File: config.mk
export PLATFORM = sky130hd
export DESIGN_NAME = pss_top
export DESIGN_NICKNAME = d
export VERILOG_FILES = /design/src/pss_pkg.sv /design/src/pss_edge_if.sv /design/src/pss_top.sv /design/src/pss_pin_sync.sv /design/src/pss_skid.sv
export VERILOG_INCLUDE_DIRS = /design/src /design/src/src
export SDC_FILE = /design/constraint.sdc
export NUM_CORES = 1
export LEC_CHECK = 0
export ABC_CLOCK_PERIOD_IN_PS = 3600
export BUFFER_PORTS_ARGS = -buffer_cell sky130_fd_sc_hd__buf_2
export CORE_MARGIN = 2
export CORE_UTILIZATION = 30
export DETAILED_ROUTE_END_ITERATION = 8
export PLACE_DENSITY = 0.45
export SLEW_MARGIN = 20
export SYNTH_ARGS = -nofsm -noshare
export SYNTH_HDL_FRONTEND = slang
export SYNTH_SLANG_ARGS = --single-unit
export TNS_END_PERCENT = 50
File: constraint.sdc
create_clock -name CLK_I -period 3.6 [get_ports CLK_I]
set_clock_uncertainty 0.2 [all_clocks]
set_input_delay 0.36 -clock CLK_I [delete_from_list [all_inputs] [get_ports CLK_I]]
set_output_delay 0.36 -clock CLK_I [all_outputs]
set_load 0.01 [all_outputs]
File: src/pss_defs.svh
// constants for the power-save and status readback block
`ifndef PSS_DEFS_SVH
`define PSS_DEFS_SVH
`define PSS_SR_W 257
`define PSS_GS_W 256
`define PSS_MSB 256
`define PSS_PSEL_LO 134
`define PSS_PSEL_GATE 136
`define PSS_OPEN_HI_POS 240
`define PSS_OPEN_LO_POS 224
`define PSS_SHORT_HI_POS 208
`define PSS_SHORT_LO_POS 192
`define PSS_LEAK_HI_POS 176
`define PSS_LEAK_LO_POS 160
`define PSS_TERR_POS 151
`define PSS_TWARN_POS 150
`define PSS_REFS_POS 149
`define PSS_PSEL_RST 3'h7
`define PSS_WAKE_NS 1000
`define PSS_CLK_NS 10
`define PSS_WAKE_CYC ((`PSS_WAKE_NS + `PSS_CLK_NS - 1) / `PSS_CLK_NS)
`define PSS_APB_CTRL 12'h000
`define PSS_APB_STAT 12'h004
`define PSS_APB_GSLO 12'h008
`endif

File: src/pss_pkg.sv
// types for the power-save and status readback block
package pss_pkg;
   typedef enum logic [1:0] {PSS_OFF, PSS_ZERO_SCLK, PSS_ZERO_DATA, PSS_ALWAYS} pss_mode_t;
   typedef enum {PSS_RUN, PSS_SAVE, PSS_WAKE} pss_state_t;
endpackage

File: src/pss_edge_if.sv
// synchronised pin levels and edge pulses shared between modules
`timescale 1ns/1ps
interface pss_edge_if;
   logic sclk_rise;
   logic lat_rise;
   logic sin_lvl;
   logic grayscale_clock_lvl;
   modport src (output sclk_rise, output lat_rise, output sin_lvl, output grayscale_clock_lvl);
   modport dst (input sclk_rise, input lat_rise, input sin_lvl, input grayscale_clock_lvl);
endinterface

File: src/pss_top.sv
// power-save control and status readback through the common shift register
// Contract
// select 00 never enters power save
// 01 sleeps on zero latch, wakes on shift clock
// 10 sleeps on zero, wakes on nonzero latch
// 11 always saves; power-up selects 111
// gate bit zero keeps grayscale clock running
// gate bit one halts grayscale clock in save
// select 00 never gates grayscale clock
// latch copies shift register, then loads status
// shift register msb set skips status load
// no reload until a new bit shifted
// controller re-shifts latched data to reread
// serial output advances per shift clock edge
// open flags 15..8 at bits 247:240
// open flags 7..0 at bits 231:224
// reserved status positions load zero
// short flags at 215:208 and 199:192
// leak flags at 183:176 and 167:160
// thermal error 151, warning 150, refshort 149
`timescale 1ns/1ps
`include "pss_defs.svh"
module pss_top
   import pss_pkg::*;
#(
   parameter int WAKE_CYC = `PSS_WAKE_CYC
) (
   // clock and reset
   input wire logic CLK_I,
   input wire logic RSTN_I,
   // serial link pins
   input wire logic SCLK_I,
   input wire logic LAT_I,
   input wire logic SIN_I,
   input wire logic GRAYSCALE_CLOCK_I,
   output logic SERIAL_OUTPUT_O,
   // fault inputs
   input wire logic [15:0] OPEN_FLAG_I,
   input wire logic [15:0] SHORT_FLAG_I,
   input wire logic [15:0] LEAK_FLAG_I,
   input wire logic TERR_FLAG_I,
   input wire logic TWARN_FLAG_I,
   input wire logic REFS_FLAG_I,
   // core status
   output logic GRAYSCALE_CLOCK_INT_O,
   output logic POWER_SAVING_O,
   // apb slave
   input wire logic PSEL_I,
   input wire logic PENABLE_I,
   input wire logic PWRITE_I,
   input wire logic [11:0] PADDR_I,
   input wire logic [31:0] PWDATA_I,
   output logic [31:0] PRDATA_O,
   output logic PREADY_O,
   output logic PSLVERR_O
);
   initial begin
      if (WAKE_CYC < 1) $error("wake count must be at least one");
   end
   pss_edge_if e ();
   pss_pin_sync u_sync (
      .clk_i(CLK_I),
      .rstn_i(RSTN_I),
      .sclk_i(SCLK_I),
      .lat_i(LAT_I),
      .sin_i(SIN_I),
      .grayscale_clock_i(GRAYSCALE_CLOCK_I),
      .e(e)
   );
   // ----------------------------------------
   // shift register and grayscale latch
   // ----------------------------------------
   logic [`PSS_SR_W-1:0] sr_r;
   logic [`PSS_GS_W-1:0] gs_r;
   logic [2:0] psel_r;
   logic loaded_r;
   logic gs_zero_r;
   pss_state_t st_r;
   logic [15:0] wake_r;
   logic sclk_d_r;
   logic skid_in_ready;
   logic skid_out_valid;
   logic skid_out_data;
   wire shift_go = e.sclk_rise && skid_in_ready;
   wire lat_go = e.lat_rise && !shift_go;
   // status image laid out on the common shift register; all else is zero
   wire [`PSS_SR_W-1:0] status_image = (`PSS_SR_W'(OPEN_FLAG_I[15:8]) << `PSS_OPEN_HI_POS)
      | (`PSS_SR_W'(OPEN_FLAG_I[7:0]) << `PSS_OPEN_LO_POS)
      | (`PSS_SR_W'(SHORT_FLAG_I[15:8]) << `PSS_SHORT_HI_POS)
      | (`PSS_SR_W'(SHORT_FLAG_I[7:0]) << `PSS_SHORT_LO_POS)
      | (`PSS_SR_W'(LEAK_FLAG_I[15:8]) << `PSS_LEAK_HI_POS)
      | (`PSS_SR_W'(LEAK_FLAG_I[7:0]) << `PSS_LEAK_LO_POS)
      | (`PSS_SR_W'(TERR_FLAG_I) << `PSS_TERR_POS)
      | (`PSS_SR_W'(TWARN_FLAG_I) << `PSS_TWARN_POS)
      | (`PSS_SR_W'(REFS_FLAG_I) << `PSS_REFS_POS);
   wire do_status = lat_go && !sr_r[`PSS_MSB] && !loaded_r;
   wire [`PSS_GS_W-1:0] gs_in = sr_r[`PSS_GS_W-1:0];
   always_ff @(posedge CLK_I) begin
      if (!RSTN_I) begin
         sr_r <= '0;
         gs_r <= '0;
         loaded_r <= 1'b0;
         gs_zero_r <= 1'b1;
      end else if (shift_go) begin
         sr_r <= {sr_r[`PSS_SR_W-2:0], e.sin_lvl};
         loaded_r <= 1'b0;
      end else if (lat_go) begin
         gs_r <= gs_in;
         gs_zero_r <= gs_in == '0;
         if (do_status) begin
            sr_r <= status_image;
            loaded_r <= 1'b1;
         end
      end
   end
   // ----------------------------------------
   // serial output through the buffer
   // ----------------------------------------
   pss_skid #(.W(1)) u_skid (
      .clk_i(CLK_I),
      .rstn_i(RSTN_I),
      .in_valid_i(shift_go),
      .in_ready_o(skid_in_ready),
      .in_data_i(sr_r[`PSS_MSB]),
      .out_valid_o(skid_out_valid),
      .out_ready_i(1'b1),
      .out_data_o(skid_out_data)
   );
   always_ff @(posedge CLK_I) begin
      if (!RSTN_I) SERIAL_OUTPUT_O <= 1'b0;
      else if (skid_out_valid) SERIAL_OUTPUT_O <= skid_out_data;
   end
   // ----------------------------------------
   // power-save state
   // ----------------------------------------
   pss_mode_t mode;
   assign mode = pss_mode_t'(psel_r[1:0]);
   wire zero_latched = lat_go && (gs_in == '0);
   wire data_latched = lat_go && (gs_in != '0);
   wire gate_en = psel_r[2] && (mode != PSS_OFF);
   wire in_save = st_r == PSS_SAVE;
   always_ff @(posedge CLK_I) begin
      if (!RSTN_I) begin
         st_r <= PSS_SAVE;
         wake_r <= 16'h0;
         sclk_d_r <= 1'b0;
      end else begin
         sclk_d_r <= e.sclk_rise;
         unique case (st_r)
            PSS_RUN: begin
               if (mode == PSS_ALWAYS) st_r <= PSS_SAVE;
               else if (mode != PSS_OFF && zero_latched) st_r <= PSS_SAVE;
            end
            PSS_SAVE: begin
               wake_r <= 16'(WAKE_CYC);
               if (mode == PSS_OFF) st_r <= PSS_RUN;
               else if (mode == PSS_ZERO_SCLK && e.sclk_rise) st_r <= PSS_WAKE;
               else if (mode == PSS_ZERO_DATA && data_latched) st_r <= PSS_WAKE;
            end
            PSS_WAKE: begin
               if (mode == PSS_ALWAYS) st_r <= PSS_SAVE;
               else if (wake_r <= 16'h1) st_r <= PSS_RUN;
               else wake_r <= wake_r - 16'h1;
            end
         endcase
      end
   end
   always_ff @(posedge CLK_I) begin
      if (!RSTN_I) begin
         POWER_SAVING_O <= 1'b1;
         GRAYSCALE_CLOCK_INT_O <= 1'b0;
      end else begin
         POWER_SAVING_O <= st_r != PSS_RUN;
         GRAYSCALE_CLOCK_INT_O <= e.grayscale_clock_lvl && !(gate_en && in_save);
      end
   end
   // ----------------------------------------
   // apb slave
   // ----------------------------------------
   wire apb_acc = PSEL_I && PENABLE_I;
   wire hit_ctrl = PADDR_I == `PSS_APB_CTRL;
   wire hit_stat = PADDR_I == `PSS_APB_STAT;
   wire hit_gs = PADDR_I == `PSS_APB_GSLO;
   wire hit_any = hit_ctrl || hit_stat || hit_gs;
   wire [31:0] rd_mux = hit_ctrl ? {29'h0, psel_r}
      : hit_stat ? {27'h0, loaded_r, gs_zero_r, sr_r[`PSS_MSB], POWER_SAVING_O, in_save}
      : hit_gs ? gs_r[31:0] : 32'h0;
   always_ff @(posedge CLK_I) begin
      if (!RSTN_I) begin
         psel_r <= `PSS_PSEL_RST;
         PRDATA_O <= 32'h0;
         PREADY_O <= 1'b0;
         PSLVERR_O <= 1'b0;
      end else begin
         PREADY_O <= PSEL_I && !PENABLE_I;
         PSLVERR_O <= PSEL_I && !PENABLE_I && !hit_any;
         if (PSEL_I && !PENABLE_I) PRDATA_O <= rd_mux;
         if (apb_acc && PREADY_O && PWRITE_I && hit_ctrl) psel_r <= PWDATA_I[2:0];
      end
   end
   // ----------------------------------------
   // checks
   // ----------------------------------------
   off_never_saves_a: assert property (@(posedge CLK_I) disable iff (!RSTN_I)
      (mode == PSS_OFF) |=> ##1 !in_save) else $error("saved with select 00");
   always_save_a: assert property (@(posedge CLK_I) disable iff (!RSTN_I)
      (mode == PSS_ALWAYS && st_r == PSS_RUN) |=> in_save) else $error("11 not saving");
   zero_enters_save_a: assert property (@(posedge CLK_I) disable iff (!RSTN_I)
      (st_r == PSS_RUN && mode == PSS_ZERO_DATA && zero_latched) |=> in_save)
      else $error("no save on zero");
   sclk_wakes_a: assert property (@(posedge CLK_I) disable iff (!RSTN_I)
      (in_save && mode == PSS_ZERO_SCLK && e.sclk_rise) |=> st_r == PSS_WAKE)
      else $error("no wake on sclk");
   gate_low_a: assert property (@(posedge CLK_I) disable iff (!RSTN_I)
      (gate_en && in_save) |=> !GRAYSCALE_CLOCK_INT_O) else $error("gated clock high");
   gate_pass_a: assert property (@(posedge CLK_I) disable iff (!RSTN_I)
      (!psel_r[2] || mode == PSS_OFF) |=> GRAYSCALE_CLOCK_INT_O == $past(e.grayscale_clock_lvl))
      else $error("clock gated wrongly");
   status_load_a: assert property (@(posedge CLK_I) disable iff (!RSTN_I)
      do_status |=> sr_r == $past(status_image) && gs_r == $past(gs_in))
      else $error("status not loaded");
   msb_skip_a: assert property (@(posedge CLK_I) disable iff (!RSTN_I)
      (lat_go && sr_r[`PSS_MSB]) |=> sr_r == $past(sr_r)) else $error("msb load");
   reload_block_a: assert property (@(posedge CLK_I) disable iff (!RSTN_I)
      (lat_go && loaded_r) |=> sr_r == $past(sr_r)) else $error("double load");
   shift_a: assert property (@(posedge CLK_I) disable iff (!RSTN_I)
      shift_go |=> sr_r[0] == $past(e.sin_lvl)) else $error("bad shift");
   save_wake_c: cover property (@(posedge CLK_I) disable iff (!RSTN_I)
      st_r == PSS_WAKE ##1 st_r == PSS_RUN);
   status_c: cover property (@(posedge CLK_I) disable iff (!RSTN_I) do_status);
   refused_c: cover property (@(posedge CLK_I) disable iff (!RSTN_I) lat_go && loaded_r);
endmodule

File: src/pss_pin_sync.sv
// two-flop synchronisers and rising edge detection for the link pins
`timescale 1ns/1ps
module pss_pin_sync (
   input wire logic clk_i,
   input wire logic rstn_i,
   input wire logic sclk_i,
   input wire logic lat_i,
   input wire logic sin_i,
   input wire logic grayscale_clock_i,
   pss_edge_if.src e
);
   logic [3:0] s1_r;
   logic [3:0] s2_r;
   logic [1:0] old_r;
   always_ff @(posedge clk_i) begin
      if (!rstn_i) begin
         s1_r <= 4'h0;
         s2_r <= 4'h0;
         old_r <= 2'h0;
      end else begin
         s1_r <= {grayscale_clock_i, sin_i, lat_i, sclk_i};
         s2_r <= s1_r;
         old_r <= s2_r[1:0];
      end
   end
   assign e.sclk_rise = s2_r[0] & ~old_r[0];
   assign e.lat_rise = s2_r[1] & ~old_r[1];
   assign e.sin_lvl = s2_r[2];
   assign e.grayscale_clock_lvl = s2_r[3];
endmodule

File: src/pss_skid.sv
// two-entry buffer for serial output bits
`timescale 1ns/1ps
module pss_skid #(
   parameter int W = 1
) (
   input wire logic clk_i,
   input wire logic rstn_i,
   input wire logic in_valid_i,
   output logic in_ready_o,
   input wire logic [W-1:0] in_data_i,
   output logic out_valid_o,
   input wire logic out_ready_i,
   output logic [W-1:0] out_data_o
);
   logic [W-1:0] mem_r [2];
   logic [1:0] cnt_r;
   logic rd_r;
   logic wr_r;
   wire push = in_valid_i && in_ready_o;
   wire pop = out_valid_o && out_ready_i;
   assign in_ready_o = cnt_r != 2'h2;
   assign out_valid_o = cnt_r != 2'h0;
   assign out_data_o = mem_r[rd_r];
   initial begin
      if (W < 1) $error("width must be positive");
   end
   always_ff @(posedge clk_i) begin
      if (!rstn_i) begin
         cnt_r <= 2'h0;
         rd_r <= 1'b0;
         wr_r <= 1'b0;
      end else begin
         if (push) mem_r[wr_r] <= in_data_i;
         if (push) wr_r <= ~wr_r;
         if (pop) rd_r <= ~rd_r;
         cnt_r <= cnt_r + {1'b0, push} - {1'b0, pop};
      end
   end
endmodule

==> metrics <==
status completed; total CTS buffers between 40 and 50; Die Ht between 200 and 250 microns; Remaining DRCs 0; Period minus WS final between 2 and 3 ns; Post-DP Area 13950 sq um; ys flop type dfxtp_1; f_max 336.1 MHz; Async SR Flop Fraction 0; startpoint class of the critical path flop; global-route wire length before repair slightly below 50 mm; antenna diode count 0; Max Cap Viol 0; final global-route overflow total 0; initial antenna violation count 0; met3 Use GR 0.03234; Net Count, Synth between 1000 and 1500; Die ar. between 40000 and 50000 sq um; Max-slew headroom 0.3097; Yosys cell types 51; Routed WL per cell roughly 15 microns; power per cell area 576.3 nW/um^2; RD Place Congestion about 0.73; # rows 75; Hold Fails Final Rpt 0; met2 usage 0.1971; root buffer cell clkbuf_16; met1 Use GR 0.1918; CTS tree built; cell taking the most area after synthesis dfxtp_1; count leader, synth dfxtp_1; io pins around 140; RSZ-0062 raised after global routing no; vias in the first global route 9564; worst-skew pair later-pin latency between 0.5 and 0.6 ns; DRT Pass-1 Iters 4; via/cell ratio about 5.0; Worst Hold Class input pin to flop; setup total negative slack 0 ns; Die W roughly 210 microns; Mapped Cells approximately 1300; FF+latch count, synth between 300 and 400; Post-Route WL roughly 30 mm; synth warn 0; Netlist Area Pre-Place 12910 sq um; post-DP HPWL between 15 and 20 mm; Commonest cells post-synth 363 x dfxtp_1, 207 x a22o_1, 189 x nand2_1, 99 x nor2_1, 76 x clkbuf_1; CTS resizes 0; post-synth top area share 0.5630; Seq/Total Area, Yosys 0.5676; number of port buffers 111; share of layout cells above drive strength 1 0.1440; finished layout cell area between 15000 and 20000 sq um; Peak VDD IR ~280 uV; Worst Path Max Fanout 3; Power, Total between 0.009 and 0.01 W; CTS Buffer Depth 3; Leak slightly above 6 nW; core area 42230 sq um; Slew @ Worst Pin slightly above 1 ns; DR iter-0 viols around 600; crit end category flop; Critical Path RT roughly 3.8 ns; Synth area leaders dfxtp_1 56%, a22o_1 14%, nand2_1 5.5%; syn avg cell area roughly 10 sq um; final number of max-transition violations 0; Area Growth Syn to Fin 23.51%; total number of vias 9944; fin nets between 1500 and 2000; fillcell total 4248; Setup-failing EPs final 0; Final ANT Viol Nets 0; WP data arrival between 3 and 4 ns; gr usage total 0.1333; clock-pin transition on the worst setup and hold timing paths approximately 0.060 ns; Max H-tree Level 2; largest net degree at the start of global routing between 100 and 150; initial core utilization 0.3057; Post-synth EDFFs 2; critical path class flop to flop; TritonCTS Sinks 365; Final period util 0.8265; Post-CTS Setup Inserts 0; grt peak-use layer met2
## cell usage in the layout, fill, tap and decap left out, types with 6 or more instances in the layout
cell,n
buf_4,15
a22oi_1,27
dfxtp_1,363
nor3_1,12
nand3_1,11
mux2i_1,7
and2_1,10
nand2_1,189
a311oi_1,47
clkbuf_8,10
a21oi_1,49
a22o_1,207
clkbuf_16,42
nand2b_1,6
dlygate4sd3_1,61
nor4_1,68
nor2_1,97
o21ai_0,6
nand4_1,18
xor2_1,8
buf_2,111
clkbuf_1,9
## registers in the layout, summed over array words and instances, names as in the netlist
register and cells:
GRAYSCALE_CLOCK_INT_O 1, POWER_SAVING_O 1, PRDATA_O 32, PREADY_O 1
PSLVERR_O 1, SERIAL_OUTPUT_O 1, gs_r 32, gs_zero_r 1
loaded_r 1, psel_r 3, sr_r 257, st_r 2
u_skid.cnt_r 2, u_skid.mem_r 2, u_skid.rd_r 1, u_skid.wr_r 1
u_sync.old_r 2, u_sync.s1_r 4, u_sync.s2_r 4, wake_r 16
## logic make-up (layout without fill, tap and decap cells)
family,after synthesis,count (layout),share of synthesized area
AO/OA/AOI/OAI,352,352,0.2210
XOR/XNOR,13,13,0.008820
adder cells (fa/ha/maj),5,5,0.004846
buffers and inverters,107,268,0.03257
flip-flops,365,365,0.5676
multiplexers,8,8,0.006300
AND/OR/NAND/NOR,440,440,0.1589
## cell type report
class	count	area, sq um	area share
multi-input combinational	818	5196	0.3259
tap	539	674.4	0.04230
clock buffer	61	1222	0.07667
clock inverter	11	160.2	0.01004
sequential	365	7327	0.4595
timing repair buffer	190	1339	0.08397
inverter	6	25.02	0.001569
## worst paths after layout
check,cells past startpoint,start,to,slack (ns)
hold reg to reg,1,u_sync.s1_r[0],u_sync.s2_r[0],0.23
setup reg to reg,8,sr_r[152],st_r[0],0.62
setup / recovery,8,sr_r[152],st_r[0],0.62
hold / removal,3,RSTN_I,u_skid.rd_r,0.06
## critical path, cell delays in order (launching register included)
cell and delay (ns):
dfxtp_1 0.33, nor4_1 0.50, nand4_1 0.17, nor4_1 0.47, nand4_1 0.15, buf_4 0.19
a21o_1 0.16, a311oi_2 0.34, mux2_1 0.35
## repair_timing
item,CTS,global route
endpoints found under the setup margin,0,0
hold buffers,61,0
hold endpoints to repair,64,0
## routing by layer
layer	routed length, microns	vias to the layer above
met1	15400	4683
met2	12570	152
met4	556	0
li1	-	5060
met5	0	-
met3	1276	49
## power breakdown
| group | total (W) | internal [W] | switching (W) |
|---|---|---|---|
| sequential | 0.00420 | 0.00413 | 0.0000658 |
| combinational | 0.000742 | 0.000302 | 0.000440 |
| clock | 0.00425 | 0.00257 | 0.00168 |
| total | 0.00919 | 0.00700 | 0.00218 |
## per-stage QoR
step	std cells	worst slack (ns)	hold WS, ns	utilization
4_1_cts	1990	0.6646	0.04412	0.3776
2_1_floorplan	1290	1.327	0.1975	-
5_1_grt	1990	0.4670	0.07151	0.3776
3_5_place_dp	1857	0.6799	0.2189	0.3304
3_3_place_gp	1857	0.6906	0.2196	0.3304
6_report	1990	0.6247	0.05759	0.3776
Note: power is estimated with default switching activity, not from simulation.
